**src/led_breath_pkg.sv**
```systemverilog
// How it works
// Step fields sit in 4-bit slices by segment.
// Eight 4-bit interval fields, segment 0 lowest.
// Interval value v waits v+1 PWM periods.
// Symmetric index is duty cycle bits 7:5.
// Asymmetric index is falling flag plus bits 7:6.
// Writes go to holding copy, loaded when enabled.
// Reads return active contents, not holding copy.
// Delay field counts source ticks before turn-on.
// Zero delay adds no extra delay.
// Always on or off ignores the delay.
// Software gives each LED a distinct delay.
// Slow clock delays may differ by one.
// In 8-bit mode step s changes by s+1.
// 7-bit mode drops one bit, 6-bit two.
package led_breath_pkg;
  localparam logic [5:0] step_offset = 6'h0C;
  localparam logic [5:0] interval_offset = 6'h10;
  localparam logic [5:0] skew_offset = 6'h14;
  localparam logic [5:0] control_offset = 6'h18;
  localparam logic [5:0] status_offset = 6'h1C;
  localparam logic [31:0] step_reset = 32'h0000_0000;
  localparam logic [31:0] interval_reset = 32'h0000_0000;
  localparam logic [7:0] skew_reset = 8'h00;
  localparam int field_width = 4;
  localparam int segment_count = 8;
  localparam int skew_width = 8;
  // Control register layout.
  localparam int ctl_symmetric_bit = 0;
  localparam int ctl_update_enable_bit = 1;
  localparam int ctl_width_lsb = 2;
  localparam int ctl_steady_bit = 4;
  localparam logic [1:0] res_okay = 2'h0;
  localparam logic [1:0] res_slverr = 2'h2;
  typedef enum logic [1:0] {
    mode_8bit = 2'h0,
    mode_7bit = 2'h1,
    mode_6bit = 2'h2
  } pwm_width_type;
  typedef enum logic [1:0] {
    skew_idle = 2'h0,
    skew_count = 2'h1,
    skew_done = 2'h2
  } skew_state_type;
endpackage : led_breath_pkg

```
**src/led_breath_update_timing.sv**
```systemverilog
// The AXI4-Lite interface to the registers was left to the implementer.
`timescale 1ns/1ns
`default_nettype none
module led_breath_update_timing (
  input wire logic aclk, // 250 MHz clock.
  input wire logic aresetn, // Synchronous reset, active low.
  input wire logic [5:0] s_axi_awaddr, // Write address.
  input wire logic s_axi_awvalid, // Write address valid.
  output logic s_axi_awready, // Write address ready.
  input wire logic [31:0] s_axi_wdata, // Write data.
  input wire logic [3:0] s_axi_wstrb, // Write byte strobes.
  input wire logic s_axi_wvalid, // Write data valid.
  output logic s_axi_wready, // Write data ready.
  output logic [1:0] s_axi_bresp, // Write response.
  output logic s_axi_bvalid, // Write response valid.
  input wire logic s_axi_bready, // Write response ready.
  input wire logic [5:0] s_axi_araddr, // Read address.
  input wire logic s_axi_arvalid, // Read address valid.
  output logic s_axi_arready, // Read address ready.
  output logic [31:0] s_axi_rdata, // Read data.
  output logic [1:0] s_axi_rresp, // Read response.
  output logic s_axi_rvalid, // Read data valid.
  input wire logic s_axi_rready, // Read data ready.
  input wire logic [7:0] duty_cycle, // Current duty cycle from the PWM core.
  input wire logic falling_ramp, // High while the ramp falls.
  input wire logic period_end, // One-cycle pulse at each PWM period end.
  input wire logic skew_start, // Pulse on enable, resume or sync.
  input wire logic source_tick, // One-cycle tick of the selected LED clock.
  output logic [4:0] step_amount, // Duty change per update, 1 to 16.
  output logic update_now, // Pulse, one cycle after a period end whose wait is over: apply step.
  output logic output_allowed // High once the turn-on skew has elapsed.
);
  logic [31:0] step_active, step_hold, interval_active, interval_hold;
  logic [31:0] next_step_active, next_step_hold, next_interval_active, next_interval_hold;
  logic [7:0] skew_delay, next_skew_delay;
  logic [4:0] control, next_control;
  logic aw_seen, w_seen, next_aw_seen, next_w_seen;
  logic [5:0] aw_addr, next_aw_addr;
  logic [31:0] w_data, next_w_data;
  logic [3:0] w_strb, next_w_strb;
  logic next_bvalid, next_rvalid;
  logic next_awready, next_wready, next_arready;
  logic [1:0] next_bresp, next_rresp;
  logic [31:0] next_rdata;
  logic [2:0] segment;
  logic [3:0] step_field, interval_field;
  logic [3:0] wait_count, next_wait_count;
  logic [4:0] next_step_amount;
  logic next_update_now;
  led_breath_pkg::skew_state_type skew_state, next_skew_state;
  logic [7:0] skew_left, next_skew_left;
  logic next_output_allowed;
  logic do_write;
  logic [31:0] merged;

  // Segment index selection and field lookup.
  always_comb begin
    if (control[led_breath_pkg::ctl_symmetric_bit]) begin
      segment = duty_cycle[7:5];
    end else begin
      segment = {falling_ramp, duty_cycle[7:6]};
    end
    step_field = step_active[segment*led_breath_pkg::field_width +: 4];
    interval_field = interval_active[segment*led_breath_pkg::field_width +: 4];
  end

  // Register write path; address and data may arrive in either order.
  always_comb begin
    next_aw_seen = aw_seen;
    next_w_seen = w_seen;
    next_aw_addr = aw_addr;
    next_w_data = w_data;
    next_w_strb = w_strb;
    next_bvalid = s_axi_bvalid;
    next_bresp = s_axi_bresp;
    next_step_hold = step_hold;
    next_interval_hold = interval_hold;
    next_skew_delay = skew_delay;
    next_control = control;
    merged = 32'h0000_0000;
    if (s_axi_awvalid && s_axi_awready) begin
      next_aw_seen = 1'b1;
      next_aw_addr = s_axi_awaddr;
    end
    if (s_axi_wvalid && s_axi_wready) begin
      next_w_seen = 1'b1;
      next_w_data = s_axi_wdata;
      next_w_strb = s_axi_wstrb;
    end
    do_write = aw_seen && w_seen && !s_axi_bvalid;
    if (do_write) begin
      next_aw_seen = 1'b0;
      next_w_seen = 1'b0;
      next_bvalid = 1'b1;
      next_bresp = led_breath_pkg::res_okay;
      for (int i = 0; i < 4; i++) begin
        merged[i*8 +: 8] = w_strb[i] ? w_data[i*8 +: 8] : 8'h00;
      end
      // Step and interval writes land in holding copies, which keep unstrobed lanes.
      case (aw_addr)
        led_breath_pkg::step_offset: begin
          for (int i = 0; i < 4; i++) begin
            if (w_strb[i]) next_step_hold[i*8 +: 8] = merged[i*8 +: 8];
          end
        end
        led_breath_pkg::interval_offset: begin
          for (int i = 0; i < 4; i++) begin
            if (w_strb[i]) next_interval_hold[i*8 +: 8] = merged[i*8 +: 8];
          end
        end
        led_breath_pkg::skew_offset: begin
          if (w_strb[0]) next_skew_delay = merged[7:0];
        end
        led_breath_pkg::control_offset: begin
          if (w_strb[0]) next_control = merged[4:0];
        end
        led_breath_pkg::status_offset: begin
        end
        default: begin
          next_bresp = led_breath_pkg::res_slverr;
        end
      endcase
    end else if (s_axi_bvalid && s_axi_bready) begin
      next_bvalid = 1'b0;
    end
    next_awready = !next_aw_seen && !(s_axi_awvalid && s_axi_awready);
    next_wready = !next_w_seen && !(s_axi_wvalid && s_axi_wready);
  end

  // Active copies follow the holding copies only at a period end when enabled.
  always_comb begin
    next_step_active = step_active;
    next_interval_active = interval_active;
    if (period_end && control[led_breath_pkg::ctl_update_enable_bit]) begin
      next_step_active = step_hold;
      next_interval_active = interval_hold;
    end
  end

  // Read path returns active copies only.
  always_comb begin
    next_rvalid = s_axi_rvalid;
    next_rdata = s_axi_rdata;
    next_rresp = s_axi_rresp;
    if (s_axi_arvalid && s_axi_arready) begin
      next_rvalid = 1'b1;
      next_rresp = led_breath_pkg::res_okay;
      case (s_axi_araddr)
        led_breath_pkg::step_offset: next_rdata = step_active;
        led_breath_pkg::interval_offset: next_rdata = interval_active;
        led_breath_pkg::skew_offset: next_rdata = {24'h00_0000, skew_delay};
        led_breath_pkg::control_offset: next_rdata = {27'h000_0000, control};
        led_breath_pkg::status_offset: begin
          next_rdata = {22'h00_0000, output_allowed, segment, wait_count, 2'h0};
        end
        default: begin
          next_rdata = 32'h0000_0000;
          next_rresp = led_breath_pkg::res_slverr;
        end
      endcase
    end else if (s_axi_rvalid && s_axi_rready) begin
      next_rvalid = 1'b0;
    end
    next_arready = !next_rvalid && !(s_axi_arvalid && s_axi_arready);
  end

  // Interval counter and step size; a wait of v+1 periods per update.
  always_comb begin
    next_wait_count = wait_count;
    next_update_now = 1'b0;
    next_step_amount = step_amount;
    case (led_breath_pkg::pwm_width_type'(control[led_breath_pkg::ctl_width_lsb +: 2]))
      led_breath_pkg::mode_7bit: next_step_amount = {2'h0, step_field[3:1]} + 5'h01;
      led_breath_pkg::mode_6bit: next_step_amount = {3'h0, step_field[3:2]} + 5'h01;
      default: next_step_amount = {1'b0, step_field} + 5'h01;
    endcase
    if (period_end) begin
      if (wait_count >= interval_field) begin
        next_wait_count = 4'h0;
        next_update_now = 1'b1;
      end else begin
        next_wait_count = wait_count + 4'h1;
      end
    end
  end

  // Turn-on skew counter driven by ticks of the selected source.
  always_comb begin
    next_skew_state = skew_state;
    next_skew_left = skew_left;
    next_output_allowed = output_allowed;
    if (control[led_breath_pkg::ctl_steady_bit]) begin
      next_skew_state = led_breath_pkg::skew_done;
      next_output_allowed = 1'b1;
    end else if (skew_start) begin
      if (skew_delay == 8'h00) begin
        next_skew_state = led_breath_pkg::skew_done;
        next_output_allowed = 1'b1;
      end else begin
        next_skew_state = led_breath_pkg::skew_count;
        next_skew_left = skew_delay;
        next_output_allowed = 1'b0;
      end
    end else begin
      case (skew_state)
        led_breath_pkg::skew_idle: next_output_allowed = 1'b0;
        led_breath_pkg::skew_count: begin
          if (source_tick) begin
            next_skew_left = skew_left - 8'h01;
            if (skew_left == 8'h01) begin
              next_skew_state = led_breath_pkg::skew_done;
              next_output_allowed = 1'b1;
            end
          end
        end
        led_breath_pkg::skew_done: next_output_allowed = 1'b1;
        default: next_skew_state = led_breath_pkg::skew_idle;
      endcase
    end
  end

  // All state registers; handshake readies come from flip-flops too.
  always_ff @(posedge aclk) begin
    if (!aresetn) begin
      step_active <= led_breath_pkg::step_reset;
      step_hold <= led_breath_pkg::step_reset;
      interval_active <= led_breath_pkg::interval_reset;
      interval_hold <= led_breath_pkg::interval_reset;
      skew_delay <= led_breath_pkg::skew_reset;
      control <= 5'h00;
      aw_seen <= 1'b0;
      w_seen <= 1'b0;
      aw_addr <= 6'h00;
      w_data <= 32'h0000_0000;
      w_strb <= 4'h0;
      s_axi_awready <= 1'b0;
      s_axi_wready <= 1'b0;
      s_axi_bvalid <= 1'b0;
      s_axi_bresp <= 2'h0;
      s_axi_arready <= 1'b0;
      s_axi_rvalid <= 1'b0;
      s_axi_rdata <= 32'h0000_0000;
      s_axi_rresp <= 2'h0;
      wait_count <= 4'h0;
      update_now <= 1'b0;
      step_amount <= 5'h01;
      skew_state <= led_breath_pkg::skew_idle;
      skew_left <= 8'h00;
      output_allowed <= 1'b0;
    end else begin
      step_active <= next_step_active;
      step_hold <= next_step_hold;
      interval_active <= next_interval_active;
      interval_hold <= next_interval_hold;
      skew_delay <= next_skew_delay;
      control <= next_control;
      aw_seen <= next_aw_seen;
      w_seen <= next_w_seen;
      aw_addr <= next_aw_addr;
      w_data <= next_w_data;
      w_strb <= next_w_strb;
      s_axi_awready <= next_awready;
      s_axi_wready <= next_wready;
      s_axi_bvalid <= next_bvalid;
      s_axi_bresp <= next_bresp;
      s_axi_arready <= next_arready;
      s_axi_rvalid <= next_rvalid;
      s_axi_rdata <= next_rdata;
      s_axi_rresp <= next_rresp;
      wait_count <= next_wait_count;
      update_now <= next_update_now;
      step_amount <= next_step_amount;
      skew_state <= next_skew_state;
      skew_left <= next_skew_left;
      output_allowed <= next_output_allowed;
    end
  end

  // Checks on the update and skew behaviour.
  property p_hold_load;
    @(posedge aclk) disable iff (!aresetn)
      period_end && control[1] |=> interval_active == $past(interval_hold);
  endproperty
  a_hold_load: assert property (p_hold_load) else $error("holding copy not loaded");
  property p_no_load;
    @(posedge aclk) disable iff (!aresetn)
      !(period_end && control[1]) |=> $stable(interval_active) && $stable(step_active);
  endproperty
  a_no_load: assert property (p_no_load) else $error("active copy changed");
  property p_zero_wait;
    @(posedge aclk) disable iff (!aresetn)
      period_end && interval_field == 4'h0 |=> update_now;
  endproperty
  a_zero_wait: assert property (p_zero_wait) else $error("zero interval did not update");
  property p_no_update;
    @(posedge aclk) disable iff (!aresetn) !period_end |=> !update_now;
  endproperty
  a_no_update: assert property (p_no_update) else $error("update off period end");
  property p_sym;
    @(posedge aclk) disable iff (!aresetn) control[0] |-> segment == duty_cycle[7:5];
  endproperty
  a_sym: assert property (p_sym) else $error("symmetric index wrong");
  property p_asym;
    @(posedge aclk) disable iff (!aresetn)
      !control[0] |-> segment == {falling_ramp, duty_cycle[7:6]};
  endproperty
  a_asym: assert property (p_asym) else $error("asymmetric index wrong");
  property p_step8;
    @(posedge aclk) disable iff (!aresetn)
      control[3:2] == 2'h0 |=> step_amount == {1'b0, $past(step_field)} + 5'h01;
  endproperty
  a_step8: assert property (p_step8) else $error("8-bit step wrong");
  property p_step6;
    @(posedge aclk) disable iff (!aresetn)
      control[3:2] == 2'h2 |=> step_amount <= 5'h04;
  endproperty
  a_step6: assert property (p_step6) else $error("6-bit step too large");
  property p_zero_skew;
    @(posedge aclk) disable iff (!aresetn) skew_start && skew_delay == 8'h00 |=> output_allowed;
  endproperty
  a_zero_skew: assert property (p_zero_skew) else $error("zero delay not immediate");
  property p_skew_hold;
    @(posedge aclk) disable iff (!aresetn)
      skew_start && skew_delay != 8'h00 && !control[4] |=> !output_allowed;
  endproperty
  a_skew_hold: assert property (p_skew_hold) else $error("skew not applied");
  property p_steady;
    @(posedge aclk) disable iff (!aresetn) control[4] |=> output_allowed;
  endproperty
  a_steady: assert property (p_steady) else $error("steady mode delayed");
  c_update: cover property (@(posedge aclk) update_now);
  c_skew_done: cover property (@(posedge aclk) skew_state == led_breath_pkg::skew_count
    ##[1:300] output_allowed);
  c_write: cover property (@(posedge aclk) s_axi_bvalid && s_axi_bready);
  c_load: cover property (@(posedge aclk) period_end && control[1]);
endmodule : led_breath_update_timing
`default_nettype wire

```
**config.mk**
```make
export PLATFORM = sky130hd
export DESIGN_NAME = led_breath_update_timing
export DESIGN_NICKNAME = d
export VERILOG_FILES = /design/src/led_breath_pkg.sv /design/src/led_breath_update_timing.sv
export SDC_FILE = /design/constraint.sdc
export NUM_CORES = 1
export LEC_CHECK = 0
export ABC_AREA = 1
export BUFFER_PORTS_ARGS = -buffer_cell sky130_fd_sc_hd__buf_2
export CAP_MARGIN = 40
export CORE_MARGIN = 2
export CORE_UTILIZATION = 45
export CTS_BUF_LIST = sky130_fd_sc_hd__clkbuf_2
export DETAILED_ROUTE_END_ITERATION = 6
export GPL_TIMING_DRIVEN = 0
export MAX_ROUTING_LAYER = met4
export PLACE_DENSITY_LB_ADDON = 0.08
export SLEW_MARGIN = 20
export SYNTH_ARGS = -nofsm -noshare
export SYNTH_HDL_FRONTEND = slang
export SYNTH_SLANG_ARGS = --single-unit
export TNS_END_PERCENT = 5
```
**constraint.sdc**
```tcl
create_clock -name aclk -period 2.3 [get_ports aclk]
set_input_delay 0.23 -clock aclk [delete_from_list [all_inputs] [get_ports aclk]]
set_output_delay 0.23 -clock aclk [all_outputs]
set_load 0.05 [all_outputs]
```
# Word level (Yosys, flattened, before mapping)
# Cells that the tools add are included.
# op_classes
add_sub_neg	5
n_mul	0
n_div	0
n_lt_le_gt_ge	1
eq_ne	22
n_shift	2
muxes	31
n_bitwise	2
n_reduce_logical	43
# ops
cell	n
$pmux W32 S5	1
$shiftx A32 B6 Y4	2
$eq A6 B5 Y1 const B	8
$reduce_and A3 Y1	13
$mux W8	4
$mux W1	14
$mux W2	7
$eq A6 B4 Y1 const B	2
$logic_and A1 B1 Y1	11
$pmux W5 S2	1
$reduce_or A5 Y1	2
$eq A8 B1 Y1 const B	1
$logic_not A8 Y1	1
$ne A4 B4 Y1 const B	2
$sub A8 B1 Y8 const B	1
$logic_not A1 Y1	7
$ne A3 B3 Y1 const B	2
$reduce_bool A2 Y1	3
$add A4 B1 Y5 const B	1
$reduce_bool A5 Y1	1
$add A3 B1 Y4 const B	1
$add A4 B1 Y4 const B	1
$eq A2 B1 Y1 const B	2
$eq A2 B2 Y1 const B	2
other kinds (14)	16
# totals
register_bits	247
latchBits	0
ram_bits	0
rom_bits	0
output_inout_bits	48
elab_cells	138
n_memories	0

# Depth between registers and ports, before layout
# logic_depth
depth_word	6
depth_mapped	17
ltp_nobuf	15

# Worst setup path before layout
# No wires, ideal clock.
# synth_path
path_type	flip-flop to flip-flop
from	register control[0]
to	register wait_count[2]
t_arrival_ns	2.186
required_time_ns	2.214
setup_slack_ns	0.029
stages_incl_launch_ff	16
path_cell_list	dfxtp_1 -> nand2_1 -> o21ai_1 -> buf_2 -> buf_1 -> a21oi_1 -> o21ai_0 -> a31oi_1 -> ha_1 -> inv_1 -> nor2_1 -> o211ai_1 -> nand3_1 -> nand2_1 -> inv_1 -> a211oi_1
# synth_between
elab_chain_cells	4
# synth_rtl
item	line	rtl
start, declared	led_breath_update_timing.sv:36	logic [4:0] control, next_control;
start signal, assigned	led_breath_update_timing.sv:256	control <= next_control;
$mux W3	led_breath_update_timing.sv:58	if (control[led_breath_pkg::ctl_symmetric_bit]) begin
$shiftx A32 B6 Y4	led_breath_update_timing.sv:64	interval_field = interval_active[segment*led_breath_pkg::field_width +: 4];
$ge A4 B4 Y1	led_breath_update_timing.sv:178	if (wait_count >= interval_field) begin
$mux W4	led_breath_update_timing.sv:178	
end signal, assigned	led_breath_update_timing.sv:270	wait_count <= next_wait_count;
end, declared	led_breath_update_timing.sv:47	logic [3:0] wait_count, next_wait_count;
# No other way between the ends.
# A chain may end at the register's enable or synchronous reset.

# Final worst setup path
# layout_path
from	register control[0]
to	register update_now
# layout_between
elab_chain_cells	4
# layout_rtl
item	line	rtl
$mux W3	led_breath_update_timing.sv:58	
$shiftx A32 B6 Y4	led_breath_update_timing.sv:64	
$ge A4 B4 Y1	led_breath_update_timing.sv:178	
$mux W1	led_breath_update_timing.sv:178	
end signal, assigned	led_breath_update_timing.sv:271	update_now <= next_update_now;
end, declared	led_breath_update_timing.sv:30	output logic update_now,
# No other way between the ends.

==> metrics <==
internal power between 6 and 7 mW; Die Wd roughly 150 um; RSZ-0062 raised after global routing yes; Critical Path Fanout Max 15; Most used DFF post-synth dfxtp_1; Post-DP HPWL between 20 and 25 mm; Yosys warnings 0; row count 54; total track usage 28.20%; Post-synth ARST share 0%; top post-synthesis cells by area dfxtp_1, o21ai_0, nor2_1; Seq/Total Area, Yosys between 40% and 50%; Post-synth EDFFs 0; Reg2Reg Launch Point control[0]; Crit. End Element register; met3 usage in global routing approximately 4.8%; Psw 2.413 mW; # H-tree levels 3; Tightest Pin Transition slightly below 0.9 ns; Pins Over Slew Limit 0; Port-buffer cells ~110; Hold Crit Class primary input to register; Core ar. 0.02196 mm^2; grt ovf 0; Reg power frac between 50% and 60%; critical path type register to register; final wirelength roughly 32 mm; initial antenna violation count 1; Clock Skew approximately 0.057 ns; Unique masters post-synth 38; Die Height approximately 150 um; met1 usage 36.57%; Synth area leader dfxtp_1; max_slew headroom approximately two fifths; post-synthesis cell count around 1,400; CP Cell Sequence inv_8 -> nand2_4 -> nand2_8 -> a21oi_1 -> a221oi_2 -> a31oi_4 -> ha_4 -> inv_2 -> nor2_2 -> o211ai_1 -> nand3_1 -> nand2_1 -> inv_2 -> nand2_1 -> inv_1; met2 Usage GRT between 40% and 50%; first-pass GRT wire length between 50 and 60 mm; GRT Max-Usage Layer met2; multi-input logic area 0.004584 mm^2; Hold Path End s_axi_rdata[6]; I/O Pins roughly 120; Final Instance Area between 0.01 and 0.015 mm^2; Final WS setup -0.05804 ns; Synth-to-Final Area Change 24.76%; DP Cell Count 1,767; share of cells above drive strength 1 approximately 16%; Inserted Clock Buffers 66; Root Buffer clkbuf_2; r2r endpoint update_now; placed cell area between 0.01 and 0.015 mm^2; switching share of total power around 29%; worst hold margin about 0.077 ns; Layout Cells excl Fill 1,965; leakage about 5.2 nW; Fmax 0.4241 GHz; Comb pwr share between 10 and 15%; final hold viol count 0; drt via density between 5 and 6; largest net degree at the start of global routing 16; Final setup viols 5; drt wl/cell around 16 um; failing checks setup timing; Clk pwr share 36.7%; number of global-route vias before repair between 9,000 and 10,000; Initial Utilization between 40% and 50%; #FFs+latches synth 245; drt first pass iters 5; CP max stage cell dfxtp_4; Final Core Density 57.68%; Worst Hold Launch s_axi_araddr[4]; Via Count just over 10,000; Register Area slightly below 0.005 mm^2; total power ~8.4 mW; Syn Std Cell Area 0.01015 mm^2; CTS tree built; GPL Wtd Cong approximately 0.96; Syn Area/Cell 7.356 um^2; Power Dens Cells between 600 and 700 mW/mm^2; R2R depth 15; Longest Clk Path Bufs 3; R2R setup slack -0.06 ns; CP max stage delay approximately 0.47 ns; commonest non-fill, non-tap cell in the layout dfxtp_1; period utilization 102.5%; maxcap violations 0; crit path DAT 3.06 ns; Hold Crit Depth 7; DRC 0; min cycle time layout roughly 2.4 ns; DRT antenna net count 0; clk_lat worst skew roughly 0.8 ns; CP startpoint kind register; most frequent cells in the layout dfxtp_1, o21ai_0, nor2_1; CP required about 3.0 ns; outcome complete, but fails checks; clock tree sinks about 250; post-synth top area share 48.32%; die footprint approximately 0.024 mm^2; Fillers 2,190; clock-pin slew on the worst setup and hold paths around 0.10 ns; 1st-iter DRT viols around 740; peak supply drop around 0.42 mV; Final nets 1,723
[layer usage]
| layer | vias to the layer above | share of wire [%] |
|---|---|---|
| met5 | - | 0 |
| li1 | 5129 | - |
| met2 | 309 | 45 |
| met4 | 0 | 2.4 |
| met3 | 59 | 5.1 |
| met1 | 4652 | 47 |
[logic make-up (layout without fill, tap and decap cells)]
kind of cell / after synthesis / count (layout) / share of synthesized area [%]
AOI/OAI and AO/OA: 442 / 442 / 22.74
DFF: 245 / 245 / 48.32
adders and majority gates: 15 / 15 / 1.849
xor gates and xnor gates: 3 / 3 / 0.2589
buffers and inverters: 204 / 507 / 7.975
and+or+nand+nor: 470 / 470 / 18.82
other: 1 / 3 / 0.03694
[timing repair]
| item | 4_1_cts | 5_1_grt |
|---|---|---|
| gates resized for setup | 29 | 21 |
| buffers inserted | 7 | 2 |
| endpoints found under the setup margin | 7 | 13 |
| endpoints found under the hold margin | 66 | 0 |
| hold buffers | 79 | 0 |
| pin swaps | 9 | 11 |
[worst max-delay path by stage]
stage,start,end,slack [ns],cells after the start
after floorplan,control[0],wait_count[2],0.03,15
after global placement,control[0],wait_count[3],-0.77,14
after detailed placement,control[0],wait_count[3],-0.79,14
after CTS,control[0],wait_count[3],-0.15,14
after global routing,control[0],wait_count[1],-0.15,14
final,control[0],update_now,-0.06,15
[synth_stat cells (2+ instances only)]
cell,instances
nand4_1,8
dfxtp_1,245
buf_6,3
o22ai_1,20
nand2_1,176
buf_1,3
a31oi_1,4
nand2_2,5
o21ai_2,2
nor3_1,2
buf_4,4
o211ai_1,10
clkinv_1,3
a22oi_1,2
ha_1,15
nor4_2,2
xor2_1,2
o21ai_1,4
nor4_1,2
and3_1,3
a221oi_1,3
buf_2,5
nor2_1,223
a21oi_1,157
o21ai_0,235
clkbuf_1,59
nand2_4,3
inv_1,126
nand3_1,45
[registers in the layout, summed over array words and instances (netlist names), 2 cells and up]
signal,count
interval_active,32
interval_hold,32
s_axi_rdata,32
step_active,32
step_hold,32
w_data,32
skew_delay,8
skew_left,8
aw_addr,6
control,5
step_amount,5
w_strb,4
wait_count,4
skew_state,2
[area by class of cell]
cell class,instances,area share [%]
Multi-Input combinational cell,932,36.20
Sequential cell,245,38.76
Timing Repair Buffer,194,10.97
Antenna cell,1,0.01976
Clock inverter,16,0.9682
Buffer,72,2.658
Inverter,130,3.912
Clock buffer,95,3.754
Tap cell,280,2.766
[through the flow]
step                TNS [ns]  setup slack, ns
floorplan                  0          0.02863
global placement      -3.721          -0.7694
detailed placement    -3.823          -0.7856
CTS                  -0.3380          -0.1538
global route         -0.6784          -0.1546
finish               -0.2438         -0.05804
[power groups by stage]
stage	combinational [mW]	clock (mW)	sequential, mW
floorplan	0.454	0	4.55
detailed placement	0.768	0	4.50
CTS	0.903	3.17	4.40
global route	1.04	3.40	4.41
global placement	0.762	0	4.49
finish	0.932	3.10	4.40
[worst max-delay path: cells and delay by family, from the launching register on]
family	cells	cell delay [ns]
buf+inv	4	0.22
simple gates	6	0.57
flops	1	0.47
fa+ha+maj	1	0.23
compound gates	4	0.79
(Power assumes the default switching activity.)
